$ cat config.mk
export PLATFORM = sky130hd
export DESIGN_NAME = aac_top
export DESIGN_NICKNAME = d
export VERILOG_FILES = /design/src/rtl/aac_pkg.sv /design/src/rtl/aac_top.sv
export SDC_FILE = /design/constraint.sdc
export NUM_CORES = 2
export LEC_CHECK = 0
export ABC_AREA = 1
export BUFFER_PORTS_ARGS = -buffer_cell sky130_fd_sc_hd__buf_2
export CAP_MARGIN = 20
export CORE_AREA = 2 2 262 316
export CTS_CLUSTER_DIAMETER = 80
export CTS_CLUSTER_SIZE = 25
export DETAILED_ROUTE_END_ITERATION = 10
export DIE_AREA = 0 0 264 318
export SLEW_MARGIN = 20
export SYNTH_ARGS = -nofsm -noshare
export SYNTH_HDL_FRONTEND = slang
export SYNTH_SLANG_ARGS = --single-unit
$ cat constraint.sdc
create_clock -name REF_CLK_I -period 19.06 [get_ports REF_CLK_I]
set_input_delay 2.859 -clock REF_CLK_I [delete_from_list [all_inputs] [get_ports REF_CLK_I]]
set_output_delay 2.859 -clock REF_CLK_I [all_outputs]
set_load 0.05 [all_outputs]
$ cat src/rtl/aac_pkg.sv
/*
  Shared constants and types for the converter control block: register map
  over APB, field positions, reset values, timing figures, state types.
  Assumes a 20 MHz system clock and an external converter core.
*/
// Notes on behaviour
// - turbo cycle time from divider code and oscillator
// - eight channels configured each on its own
// - mode, direction and drive bits choose channel type
// - digital outputs follow the output level register
// - comparator events may update digital outputs
// - input level register shows every channel level
// - 3-bit averaging factor shared by analog channels
// - averaged result is 16 bits wide
// - host starts first conversion, device does rest
// - bus-read averaging holds SCL low until done
// - start bit with statistics; poll done flag
// - start-bit results land in recent result registers
// - autonomous mode averages enabled channels in turn
// - comparator uses top 12 bits of average
// - CRC checking only while CRC enable set
// - CRC polynomial x8+x2+x+1
// - CRC register starts from zero
// - host sends CRC after each data byte
// - CRC mismatch blocks command, sets error flag
// - device sends CRC after each byte sent
package aac_pkg;
  // register byte addresses
  localparam logic [7:0] A_GEN  = 8'h00;
  localparam logic [7:0] A_STAT = 8'h04;
  localparam logic [7:0] A_TIME = 8'h08;
  localparam logic [7:0] A_AVG  = 8'h0c;
  localparam logic [7:0] A_MODE = 8'h10;
  localparam logic [7:0] A_DIR  = 8'h14;
  localparam logic [7:0] A_DRV  = 8'h18;
  localparam logic [7:0] A_OUT  = 8'h1c;
  localparam logic [7:0] A_IN   = 8'h20;
  localparam logic [7:0] A_SEQ  = 8'h24;
  localparam logic [7:0] A_MAN  = 8'h28;
  localparam logic [7:0] A_HI   = 8'h2c;
  localparam logic [7:0] A_LO   = 8'h30;
  localparam logic [7:0] A_EVT  = 8'h34;
  localparam logic [7:0] A_EEN  = 8'h38;
  localparam logic [7:0] A_EVAL = 8'h3c;
  localparam logic [7:0] A_RES  = 8'h40;
  localparam logic [7:0] A_REND = 8'h80;
  // field positions
  localparam int GEN_CRC   = 0;
  localparam int GEN_STATS = 1;
  localparam int GEN_CONVERSION_START_BIT = 2;
  localparam int GEN_SEQ   = 3;
  localparam int GEN_TURBO = 4;
  localparam int ST_DONE   = 0;
  localparam int ST_CRCERR = 1;
  localparam int ST_BUSY   = 2;
  localparam int TM_OSC    = 4;
  // reset values
  localparam logic [11:0] THR_HI_RST = 12'hfff;
  localparam logic [11:0] THR_LO_RST = 12'h000;
  // timing figures, picoseconds
  localparam longint unsigned CLK_PERIOD_PS = 50000;
  localparam longint unsigned T_COMP_PS     = 312500;
  localparam longint unsigned T_AVG_PS      = 1000000;
  localparam int unsigned     OSC_SLOW_MUL  = 32;
  // crc and link
  localparam logic [7:0] CRC_POLY = 8'h07;
  localparam logic [7:0] CRC_INIT = 8'h00;
  localparam logic [6:0] I2C_ADDR = 7'h2a; // arbitrary value
  typedef enum logic [1:0] {E_IDLE, E_CONV, E_GAP} aac_eng_t;
  typedef enum logic [1:0] {S_I2C, S_CNV, S_SEQ, S_TURBO} aac_src_t;
  typedef enum logic [2:0] {I_IDLE, I_ADDR, I_WRX, I_ACK1, I_ACK2,
                            I_STR, I_RTX, I_RACK} aac_i2c_t;
  // apb response carrier
  typedef struct packed {
    logic        ok;
    logic [31:0] data;
  } aac_rd_t;
endpackage : aac_pkg

$ cat src/rtl/aac_top.sv
/*
  Converter control: APB register file, channel pin control, averaging
  engine with turbo and autonomous pacing, window events, I2C data port
  with optional CRC and SCL stretching.
  Assumes an external converter core on the same clock and I2C pins
  asynchronous to REF_CLK_I.
*/
`timescale 1ns/1ns
module aac_top
  import aac_pkg::*;
#(
  parameter int unsigned SLOW_MUL = OSC_SLOW_MUL
) (
  input  wire logic        REF_CLK_I,
  input  wire logic        RST_I,
  input  wire logic        PSEL_I,
  input  wire logic        PENABLE_I,
  input  wire logic        PWRITE_I,
  input  wire logic [7:0]  PADDR_I,
  input  wire logic [31:0] PWDATA_I,
  output logic      [31:0] PRDATA_O,
  output logic             PREADY_O,
  output logic             PSLVERR_O,
  input  wire logic        SCL_I,
  output logic             SCL_O,
  output logic             SCL_OE_N_O,
  input  wire logic        SDA_I,
  output logic             SDA_O,
  output logic             SDA_OE_N_O,
  input  wire logic [7:0]  CH_I,
  output logic      [7:0]  CH_O,
  output logic      [7:0]  CH_OE_N_O,
  output logic             ADC_START_O,
  output logic      [2:0]  ADC_CH_O,
  input  wire logic        ADC_DONE_I,
  input  wire logic [11:0] ADC_DATA_I
);

  typedef struct packed {
    logic [7:0]       ch_a, ch_b;
    logic [1:0]       ln_a, ln_b, ln_p;
    logic             crc_en, statistics_enable, seq_on, turbo, osc;
    logic [3:0]       clk_div;
    logic [2:0]       averaging_factor;
    logic [7:0]       mode, dir, drv, outv, seq_en, evt, evt_en, evt_val;
    logic [2:0]       man_ch;
    logic [11:0]      thr_hi, thr_lo;
    logic [7:0][15:0] recent;
    logic             avg_done, crc_err, cnv_req, i2c_req, i2c_rdy;
    aac_eng_t         eng;
    aac_src_t         src;
    logic [2:0]       ch;
    logic [7:0]       left;
    logic [18:0]      acc;
    logic [19:0]      tmr;
    logic [15:0]      res;
    aac_i2c_t         ist;
    logic [2:0]       bits;
    logic [7:0]       sh, hold, ridx;
    logic             rw, crc_ph, bad;
    logic [1:0]       widx, tidx;
    logic             pready, pslverr;
    logic [31:0]      prdata;
    logic             scl_oe_n, sda_oe_n, pin_lo;
    logic [7:0]       ch_o, ch_oe_n;
    logic             adc_go;
    logic [2:0]       adc_ch;
  } aac_st_t;

  aac_st_t q, d;

  // crc of one byte, msb first, preset zero, no inversion
  function automatic logic [7:0] crc8(input logic [7:0] b);
    logic [7:0] c;
    c = CRC_INIT;
    for (int i = 7; i >= 0; i--) begin
      c = {c[6:0], 1'b0} ^ ((c[7] ^ b[i]) ? CRC_POLY : 8'h00);
    end
    return c;
  endfunction : crc8

  // pacing period in clock cycles for one sample
  function automatic logic [19:0] cyc(input logic [3:0] dv, input logic osc,
                                      input logic tb);
    longint unsigned t;
    t = tb ? T_COMP_PS : T_AVG_PS;
    t = t * (dv[0] ? 64'd3 : 64'd2);
    t = t << dv[3:1];
    if (osc) begin
      t = t * longint'(SLOW_MUL);
    end
    t = t / (64'd2 * CLK_PERIOD_PS);
    if (t == 64'd0) begin
      t = 64'd1;
    end
    return t[19:0];
  endfunction : cyc

  // next enabled channel after cur, wrapping
  function automatic logic [2:0] next_ch(input logic [2:0] cur,
                                         input logic [7:0] en);
    logic [2:0] n;
    n = cur;
    for (int i = 8; i >= 1; i--) begin
      if (en[3'(cur + 3'(i))]) begin
        n = 3'(cur + 3'(i));
      end
    end
    return n;
  endfunction : next_ch

  // register read view
  function automatic aac_rd_t reg_rd(input aac_st_t s, input logic [7:0] a);
    aac_rd_t r;
    r = '{ok: 1'b1, data: 32'h0};
    case (a)
      A_GEN:  r.data[4:0] = {s.turbo, s.seq_on, 1'b0, s.statistics_enable, s.crc_en};
      A_STAT: r.data[2:0] = {s.eng != E_IDLE, s.crc_err, s.avg_done};
      A_TIME: r.data[4:0] = {s.osc, s.clk_div};
      A_AVG:  r.data[2:0] = s.averaging_factor;
      A_MODE: r.data[7:0] = s.mode;
      A_DIR:  r.data[7:0] = s.dir;
      A_DRV:  r.data[7:0] = s.drv;
      A_OUT:  r.data[7:0] = s.outv;
      A_IN:   r.data[7:0] = s.ch_b;
      A_SEQ:  r.data[7:0] = s.seq_en;
      A_MAN:  r.data[2:0] = s.man_ch;
      A_HI:   r.data[11:0] = s.thr_hi;
      A_LO:   r.data[11:0] = s.thr_lo;
      A_EVT:  r.data[7:0] = s.evt;
      A_EEN:  r.data[7:0] = s.evt_en;
      A_EVAL: r.data[7:0] = s.evt_val;
      default: begin
        if (a >= A_RES && a < A_REND && a[1:0] == 2'b00) begin
          r.data[7:0] = a[2] ? s.recent[a[5:3]][15:8]
                             : s.recent[a[5:3]][7:0];
        end else begin
          r.ok = 1'b0;
        end
      end
    endcase
    return r;
  endfunction : reg_rd

  // register write; link writes other than to A_GEN and A_STAT blocked while crc error stands
  function automatic aac_st_t reg_wr(input aac_st_t s, input logic [7:0] a,
                                     input logic [31:0] w, input logic lk);
    aac_st_t n;
    n = s;
    if (!(lk && s.crc_err && a != A_GEN && a != A_STAT)) begin
      case (a)
        A_GEN: begin
          n.crc_en   = w[GEN_CRC];
          n.statistics_enable = w[GEN_STATS];
          n.seq_on   = w[GEN_SEQ];
          n.turbo    = w[GEN_TURBO];
          n.cnv_req  = s.cnv_req | w[GEN_CONVERSION_START_BIT];
        end
        A_STAT: begin
          n.avg_done = s.avg_done & ~w[ST_DONE];
          n.crc_err  = s.crc_err & ~w[ST_CRCERR];
        end
        A_TIME: {n.osc, n.clk_div} = w[4:0];
        A_AVG:  n.averaging_factor = w[2:0];
        A_MODE: n.mode = w[7:0];
        A_DIR:  n.dir = w[7:0];
        A_DRV:  n.drv = w[7:0];
        A_OUT:  n.outv = w[7:0];
        A_SEQ:  n.seq_en = w[7:0];
        A_MAN:  n.man_ch = w[2:0];
        A_HI:   n.thr_hi = w[11:0];
        A_LO:   n.thr_lo = w[11:0];
        A_EVT:  n.evt = s.evt & ~w[7:0];
        A_EEN:  n.evt_en = w[7:0];
        A_EVAL: n.evt_val = w[7:0];
        default: n = s;
      endcase
    end
    return n;
  endfunction : reg_wr

  logic [18:0] acc_n;
  logic [7:0]  left_n;
  logic [15:0] avg_r;
  logic [7:0]  rx_b;
  logic [7:0]  tx_b;
  logic [1:0]  tidx_n;
  logic        scl, sda, rise, fall, start_c, stop_c, go;
  aac_src_t    go_src;
  logic [2:0]  go_ch;
  aac_rd_t     rd;

  // next state of the whole block
  always_comb begin
    d       = q;
    acc_n   = '0;
    left_n  = '0;
    avg_r   = '0;
    rx_b    = '0;
    tx_b    = '0;
    tidx_n  = '0;
    go      = 1'b0;
    go_src  = S_I2C;
    go_ch   = q.man_ch;
    rd      = reg_rd(q, PADDR_I);
    // input synchronisers
    d.ch_a   = CH_I;
    d.ch_b   = q.ch_a;
    d.ln_a   = {SCL_I, SDA_I};
    d.ln_b   = q.ln_a;
    d.ln_p   = q.ln_b;
    d.adc_go = 1'b0;
    d.pin_lo = 1'b0;
    // apb slave, one wait state
    d.pready = 1'b0;
    if (PSEL_I && PENABLE_I && !q.pready) begin
      d.pready  = 1'b1;
      d.pslverr = !rd.ok;
      d.prdata  = PWRITE_I ? 32'h0 : rd.data;
    end
    if (PSEL_I && PENABLE_I && q.pready && PWRITE_I && !q.pslverr) begin
      d = reg_wr(d, PADDR_I, PWDATA_I, 1'b0);
    end
    // conversion engine
    case (q.eng)
      E_IDLE: begin
        if (q.i2c_req) begin
          go = 1'b1;
        end else if (q.cnv_req) begin
          go     = 1'b1;
          go_src = S_CNV;
        end else if (q.turbo) begin
          go     = 1'b1;
          go_src = S_TURBO;
        end else if (q.seq_on && |q.seq_en) begin
          go     = 1'b1;
          go_src = S_SEQ;
          go_ch  = next_ch(q.ch, q.seq_en);
        end
        if (go) begin
          d.eng    = E_CONV;
          d.src    = go_src;
          d.ch     = go_ch;
          d.adc_ch = go_ch;
          d.adc_go = 1'b1;
          d.acc    = '0;
          d.left   = (go_src == S_TURBO) ? 8'd1 : (8'd1 << q.averaging_factor);
          if (go_src == S_I2C) begin
            d.i2c_req = 1'b0;
          end
          if (go_src == S_CNV) begin
            d.cnv_req = 1'b0;
          end
        end
      end
      E_CONV: begin
        if (ADC_DONE_I) begin
          acc_n  = 19'(q.acc + {7'h00, ADC_DATA_I});
          left_n = 8'(q.left - 8'd1);
          d.acc  = acc_n;
          d.left = left_n;
          d.eng  = E_GAP;
          d.tmr  = cyc(q.clk_div, q.osc, q.src == S_TURBO);
          if (left_n == 8'd0) begin
            avg_r = 16'((23'(acc_n) << 4) >> q.averaging_factor);
            d.recent[q.ch] = avg_r;
            if (avg_r[15:4] > q.thr_hi || avg_r[15:4] < q.thr_lo) begin
              d.evt[q.ch] = 1'b1;
              if (q.evt_en[q.ch]) begin
                d.outv[q.ch] = q.evt_val[q.ch];
              end
            end
            if (q.src == S_CNV) begin
              d.avg_done = 1'b1;
            end
            if (q.src == S_I2C) begin
              d.res     = avg_r;
              d.i2c_rdy = 1'b1;
            end
          end
        end
      end
      E_GAP: begin
        d.tmr = 20'(q.tmr - 20'd1);
        if (q.tmr <= 20'd1) begin
          if (q.left != 8'd0) begin
            d.eng    = E_CONV;
            d.adc_go = 1'b1;
          end else begin
            d.eng = E_IDLE;
          end
        end
      end
      default: d.eng = E_IDLE;
    endcase
    // i2c data port
    scl     = q.ln_b[1];
    sda     = q.ln_b[0];
    rise    = scl && !q.ln_p[1];
    fall    = !scl && q.ln_p[1];
    start_c = scl && q.ln_p[1] && q.ln_p[0] && !sda;
    stop_c  = scl && q.ln_p[1] && !q.ln_p[0] && sda;
    rx_b    = {q.sh[6:0], sda};
    tidx_n  = 2'(q.tidx + (q.crc_en ? 2'd1 : 2'd2));
    case (q.tidx)
      2'd0:    tx_b = q.res[15:8];
      2'd1:    tx_b = crc8(q.res[15:8]);
      2'd2:    tx_b = q.res[7:0];
      default: tx_b = crc8(q.res[7:0]);
    endcase
    case (q.ist)
      I_ADDR, I_WRX: begin
        if (rise) begin
          d.sh   = rx_b;
          d.bits = 3'(q.bits + 3'd1);
          if (q.bits == 3'd7 && q.ist == I_ADDR) begin
            d.rw  = sda;
            d.ist = (rx_b[7:1] == I2C_ADDR) ? I_ACK1 : I_IDLE;
          end else if (q.bits == 3'd7) begin
            d.ist = I_ACK1;
            if (q.crc_en && q.crc_ph) begin
              d.crc_ph = 1'b0;
              if (crc8(q.hold) != rx_b) begin
                d.bad     = 1'b1;
                d.crc_err = 1'b1;
              end
            end else begin
              d.hold   = rx_b;
              d.crc_ph = q.crc_en;
            end
            // byte complete: data alone, or data with its crc
            if (!(q.crc_en && !q.crc_ph)) begin
              if (q.widx == 2'd0) begin
                d.ridx = q.crc_en ? q.hold : rx_b;
                d.widx = 2'd1;
              end else if (!(q.bad || d.bad)) begin
                d = reg_wr(d, {q.ridx[5:0], 2'b00},
                           {24'h0, q.crc_en ? q.hold : rx_b}, 1'b1);
              end
            end
          end
        end
      end
      I_ACK1: begin
        if (fall) begin
          d.sda_oe_n = 1'b0;
          d.ist      = I_ACK2;
        end
      end
      I_ACK2: begin
        if (fall) begin
          d.sda_oe_n = 1'b1;
          d.bits     = 3'd0;
          if (q.rw) begin
            d.scl_oe_n = 1'b0;
            d.i2c_req  = 1'b1;
            d.i2c_rdy  = 1'b0;
            d.ist      = I_STR;
          end else begin
            d.ist = I_WRX;
          end
        end
      end
      I_STR: begin
        if (q.i2c_rdy) begin
          d.i2c_rdy  = 1'b0;
          d.tidx     = 2'd0;
          d.sh       = q.res[15:8];
          d.sda_oe_n = q.res[15];
          d.scl_oe_n = 1'b1;
          d.bits     = 3'd0;
          d.ist      = I_RTX;
        end
      end
      I_RTX: begin
        if (fall) begin
          d.bits = 3'(q.bits + 3'd1);
          if (q.bits == 3'd7) begin
            d.sda_oe_n = 1'b1;
            d.ist      = I_RACK;
          end else begin
            d.sh       = {q.sh[6:0], 1'b0};
            d.sda_oe_n = q.sh[6];
          end
        end
      end
      I_RACK: begin
        if (rise && sda) begin
          d.ist = I_IDLE;
        end else if (fall) begin
          d.bits = 3'd0;
          if (tidx_n < q.tidx || tidx_n == 2'd0) begin
            d.scl_oe_n = 1'b0;
            d.i2c_req  = 1'b1;
            d.ist      = I_STR;
          end else begin
            d.tidx     = tidx_n;
            d.sh       = (tidx_n == 2'd1) ? crc8(q.res[15:8]) :
                         (tidx_n == 2'd2) ? q.res[7:0] : crc8(q.res[7:0]);
            d.sda_oe_n = d.sh[7];
            d.ist      = I_RTX;
          end
        end
      end
      default: d.ist = I_IDLE;
    endcase
    if (start_c) begin
      d.ist      = I_ADDR;
      d.bits     = 3'd0;
      d.widx     = 2'd0;
      d.crc_ph   = 1'b0;
      d.bad      = 1'b0;
      d.sda_oe_n = 1'b1;
    end else if (stop_c) begin
      d.ist      = I_IDLE;
      d.sda_oe_n = 1'b1;
    end
    // channel pins
    for (int i = 0; i < 8; i++) begin
      d.ch_o[i]    = d.drv[i] & d.outv[i];
      d.ch_oe_n[i] = !(d.mode[i] && d.dir[i] &&
                       (d.drv[i] || !d.outv[i]));
    end
  end

  // state register
  always_ff @(posedge REF_CLK_I or posedge RST_I) begin
    if (RST_I) begin
      q          <= '0;
      q.ln_a     <= 2'b11;
      q.ln_b     <= 2'b11;
      q.ln_p     <= 2'b11;
      q.thr_hi   <= THR_HI_RST;
      q.thr_lo   <= THR_LO_RST;
      q.scl_oe_n <= 1'b1;
      q.sda_oe_n <= 1'b1;
      q.ch_oe_n  <= 8'hff;
    end else begin
      q <= d;
    end
  end

  assign PRDATA_O    = q.prdata;
  assign PREADY_O    = q.pready;
  assign PSLVERR_O   = q.pslverr;
  assign SCL_O       = q.pin_lo;
  assign SCL_OE_N_O  = q.scl_oe_n;
  assign SDA_O       = q.pin_lo;
  assign SDA_OE_N_O  = q.sda_oe_n;
  assign CH_O        = q.ch_o;
  assign CH_OE_N_O   = q.ch_oe_n;
  assign ADC_START_O = q.adc_go;
  assign ADC_CH_O    = q.adc_ch;

endmodule : aac_top

======== Yosys cells after proc, flatten, opt, wreduce, memory -nomap -nowiden ========
Cells that the tools add are included.
storage, ports and cells
  flip-flop bits (word level) ............. 422
  latch bits .............................. 0
  memory bits (writable) .................. 0
  ROM bits ................................ 0
  bits of input ports ..................... 68
  output and inout port bits .............. 58
  memories kept ........................... 0
cells by class
  add/subtract/negate cells ............... 12
  multiply operators ...................... 1
  div/mod/pow operators ................... 1
  magnitude comparators ................... 16
  equal/unequal tests ..................... 48
  shifts and indexed selects .............. 3
  muxes and demuxes ....................... 255
  bitwise logic cells ..................... 65
  reduce and logical (&&, ||, !) cells .... 91
operator list
  operator                                                                count
  400-bit 2-to-1 mux                                                      6
  129-bit 2-to-1 mux                                                      3
  328-bit 2-to-1 mux                                                      1
  8-bit 2-to-1 mux                                                        39
  306-bit 2-to-1 mux                                                      1
  234-bit 2-to-1 mux                                                      1
  64-bit 2-to-1 mux                                                       3
  63-bit 2-to-1 mux                                                       3
  3-bit 2-to-1 mux                                                        51
  34-bit 2-to-1 mux                                                       4
  128-bit bitwise mux                                                     1
  16-bit 2-to-1 mux                                                       5
  8-bit by 3-bit bitwise XOR with 8-bit output                            9
  70-bit 2-to-1 mux                                                       1
  64-bit by 17-bit divider with 64-bit output (second input constant)     1
  8-bit by 6-bit equality test with 1-bit output (second input constant)  8
  64-bit zero test                                                        1
  22-bit by 3-bit << shifter with 64-bit output                           1
  12-bit 2-to-1 mux                                                       5
  1-bit 2-to-1 mux                                                        59
  59-bit 2-to-1 mux                                                       1
  27-bit case mux with 2 select lines                                     1
  16-bit binary-select mux with 3-bit select                              1
  16-bit demux with 3-bit select                                          1
  84 further kinds                                                        285

======== Longest topological paths before layout ========
  depth in word-level cells ............... 34
  mapped depth ............................ 140
  mapped depth without buffers ............ 138

======== Least setup slack after synthesis ========
Ideal clock, no wire load.
  path type ............................... register to register
  start point ............................. register q[161] in the netlist's numbering
  end point ............................... register q[117] in the netlist's numbering
  library setup time ...................... 127 ps
  arrival ................................. 12325 ps
  path slack .............................. 6608 ps
  stages on the path, launching flop included .. 121
  path buffers ............................ 13
  period minus slack after synthesis ...... 12452 ps
  cell sequence ........................... dfrtp_1 nand2_2 ha_1 inv_1 o21ai_1 nand2_2 inv_2 nand2_1 nor2_1 nand3_1 nand2_1 buf_4 nand2_1 nand2_1 nand2_1 nand2_2 nand2_1 inv_1 (+85 left out) nor2_2 inv_1 nor2_2 nand4_2 nor2_8 buf_6 nor2_1 o21ai_1 nand2_1 nor2_1 nand2_1 nor2_1 nand2_1 nor2_2 nand3_2 buf_6 nand3_1 nand3b_1
between the ends
  word-level cells in the longest chain between the ends .. 21
RTL lines
  element                                            RTL line        source
  start: declaration                                 aac_top.sv:70   aac_st_t q, d;
  2-bit equality test (*)                            aac_top.sv:263  d.tmr = cyc(q.clk_div, q.osc, q.src == S_TURBO);
  20-bit 2-to-1 mux (*)                              aac_top.sv:86   t = tb ? T_COMP_PS : T_AVG_PS;
  20-bit by 2-bit multiplier with 22-bit output (*)  aac_top.sv:87   t = t * (dv[0] ? 64'd3 : 64'd2);
  22-bit by 3-bit << shifter with 64-bit output (*)  aac_top.sv:88   t = t << dv[3:1];
  64-bit 2-to-1 mux (*)                              aac_top.sv:89   if (osc) begin
  64-bit 2-to-1 mux (*)                              aac_top.sv:257  if (ADC_DONE_I) begin
  64-bit 2-to-1 mux (*)                              aac_top.sv:225  case (q.eng)
  64-bit by 17-bit divider with 64-bit output (*)    aac_top.sv:92   t = t / (64'd2 * CLK_PERIOD_PS);
  (+5 left out)                                      -
  400-bit 2-to-1 mux                                 aac_top.sv:150  if (!(lk && s.crc_err && a != A_GEN && a != A_STAT)) begin
  400-bit 2-to-1 mux                                 aac_top.sv:336  end else if (!(q.bad || d.bad)) begin
  328-bit 2-to-1 mux                                 aac_top.sv:333  if (q.widx == 2'd0) begin
  400-bit 2-to-1 mux                                 aac_top.sv:332  if (!(q.crc_en && !q.crc_ph)) begin
  400-bit 2-to-1 mux                                 aac_top.sv:319  end else if (q.bits == 3'd7) begin
  306-bit 2-to-1 mux                                 aac_top.sv:316  if (q.bits == 3'd7 && q.ist == I_ADDR) begin
  400-bit 2-to-1 mux                                 aac_top.sv:313  if (rise) begin
  70-bit 2-to-1 mux (*)                              aac_top.sv:311  case (q.ist)
Every way passes the cells marked *; elsewhere a longest branch is shown, timed or not. The select of a mux whose other input is x is not followed.

======== Worst setup path in the final report ========
  start point ............................. register q[160] in the netlist's numbering
  end point ............................... register q[124] in the netlist's numbering
Same word-level chain as after synthesis.

==> summary.md <==
| Metric | Value |
|---|---|
| Worst-case clock buffer depth | `3` |
| Slew @ Worst Pin | `1.13 ns` |
| Arrival @ worst endpoint | `17.24 ns` |
| Fraction of layout instances using a drive strength above 1 | `0.0887` |
| ANT nets after route | `0` |
| Cell variety after synth | `72` |
| HP Class | `reg -> reg` |
| CP startpoint kind | `flip-flop` |
| CP Buf/Inv Count | `8` |
| Multi-input logic area | `0.0190 mm2` |
| Core ar. | `0.0812 mm2` |
| Largest net degree at the start of global routing | `159` |
| CTS clk-pin slew, worst paths | `0.10 ns` |
| Clk sinks | `394` |
| Clk_lat worst skew | `0.60 ns` |
| Max-slew violations | `0` |
| Detail Placement HPWL | `77500 um` |
| Routability cong. | `1.01` |
| CTS tree | `built` |
| Slowest cell on crit path | `dfrtp_1` |
| Die width | `264 um` |
| Top-count cell post-synth | `nand2_1` |
| Period utilization | `0.878` |
| Nets@finish | `5076` |
| GRT Total Usage | `0.239` |
| Setup TNS | `0 ns` |
| Mapped Avg Cell Area | `6.44 um2` |
| Fin. Hold Viols | `0` |
| Ports | `126` |
| Synth async-reset ratio | `1.00` |
| Commonest cells post-synth | `1442 x nand2_1, 510 x inv_1, 476 x nor2_1, 475 x nand3_1, 459 x o21ai_0` |
| Fin crit period | `16.74 ns` |
| Initial Utilization | `0.396` |
| Via count | `32477` |
| CTS Root Cell | `clkbuf_16` |
| Crit end category | `flip-flop` |
| # DRC | `0` |
| Gr ovfl total | `0` |
| Slew HR | `0.243` |
| Critical Path Max Stage Delay | `0.49 ns` |
| Max Cap Violations | `0` |
| Die area | `0.0840 mm2` |
| F_max | `0.0597 GHz` |
| Clock Skew | `0.0249 ns` |
| Syn. warnings | `0` |
| CP delay by family, top | `simple AND/OR/NAND/NOR gates` |
| Initial antenna violation count | `2` |
| Cells after synthesis | `4992` |
| Synthesized area | `0.0322 mm2` |
| CP most frequent cell | `nand2_1` |
| Largest area contributor in the netlist | `dfrtp_1` |
| First-pass GRT wire length | `164000 um` |
| Synth area leaders | `dfrtp_1 28%, nand2_1 17%, nand3_1 7.4%` |
| H-tree levels | `1` |
| Outcome | `complete, no violations` |
| FF+latch count, synth | `394` |
| Fillers | `8822` |
| 1st-pass router iterations | `6` |
| Hold_buf cts | `0` |
| Critical Path RT | `19.56 ns` |
| Num CTS Buffers | `23` |
| Critical path class | `reg -> reg` |
| Final setup vio count | `0` |
| Yosys top cell area share | `0.285` |
| Vias in the first global route | `30268` |
| Routed len/inst | `17.1 um` |
| Top FF cell, synth | `dfrtp_1` |
| Crit Path Max Fanout | `20` |
| FF+latch area | `0.00990 mm2` |
| Post-CTS setup buffer count | `0` |
| Row count | `115` |
| Layout area overhead | `5.83%` |
| Register area share after synthesis | `0.308` |
| WL final | `103000 um` |
| Count of port buffers added during placement | `83` |
| DRT iter0 DRCs | `2456` |
| RSZ-0062 raised after global routing | `false` |
| Vias per inst | `5.39` |
| Worst Hold Slack | `0.354 ns` |
| Die Span Y | `318 um` |
| EDFF count, synth | `0` |
repair_timing:
action                                  CTS  global route
gates resized for setup                   0            10
endpoints found under the hold margin     0             0
endpoints found under the setup margin    0            15
cells by family after synthesis:
kind of cell,synth area share
buffers and inverters,0.106
AOI/OAI and AO/OA,0.160
xor gates and xnor gates,0.0277
DFF,0.308
muxes,0.00159
and+or+nand+nor,0.376
other,0.000117
adders and majority gates,0.0208
routing by layer:
layer	global-route usage	up-vias	share of wire
met1	0.298	15138	0.42
met5	0	-	0
met4	0.111	0	0.050
met3	0.0166	194	0.043
li1	-	16304	-
met2	0.421	841	0.48
worst paths after layout:
path | startpoint | endpoint | slack [ns] | cells past startpoint
worst min register to register | q[415] | q[407] | 0.35 | 0
worst min-delay path | q[415] | q[407] | 0.35 | 0
worst max register to register | q[160] | q[124] | 2.32 | 115
max in group asynchronous | RST_I | q[191] | 14.41 | 4
min in group asynchronous | RST_I | q[135] | 2.38 | 2
worst max-delay path | q[160] | q[124] | 2.32 | 115
final cells by class:
| cell class | instances | share of cell area |
|---|---|---|
| timing repair buffer | 125 | 0.0222 |
| clock buffer | 30 | 0.0177 |
| antenna | 2 | 0.000147 |
| multi-input combinational | 3812 | 0.559 |
| clock inverter | 12 | 0.00489 |
| inverter | 599 | 0.0663 |
| tap | 1053 | 0.0387 |
| sequential | 394 | 0.291 |
state kept, by name, indices dropped and copies added, names as in the netlist:
name,flops
q,358
ADC_CH_O,3
CH_O,8
CH_OE_N_O,8
SCL_OE_N_O,1
PRDATA_O,12
SDA_OE_N_O,1
PSLVERR_O,1
PREADY_O,1
ADC_START_O,1
through the flow:
stage                     std cells  utilization  instance area [um2]  worst slack, ns
final                          6027        0.419                34000             2.32
after global routing           6025        0.419                34000            0.138
after CTS                      6021        0.418                34000             1.42
after detailed placement       5979        0.409                33200             1.43
after global placement         5978        0.409                33200             1.47
after floorplan                5013            -                32200             5.29
placed cells by master, fill, tap and decap left out, types with 16 or more instances in the layout:
cell type	n
a211oi_1	19
a21oi_1	130
a221oi_1	28
buf_2	83
buf_4	39
clkbuf_16	23
clkinv_1	17
conb_1	22
dfrtp_1	365
dfstp_2	28
ha_1	52
inv_1	509
inv_2	71
nand2_1	1438
nand2_2	64
nand2_4	17
nand3_1	475
nand3_2	16
nand3b_1	21
nand4_1	93
nor2_1	473
nor2_2	24
nor3_1	51
nor4_1	25
o211ai_1	92
o21ai_0	457
o21ai_1	35
o22ai_1	21
xnor2_1	26
xor2_1	74
Power is left out: the tool's default activity adds up to more than one toggle a clock period on the data nets, which glitch-free logic cannot reach.
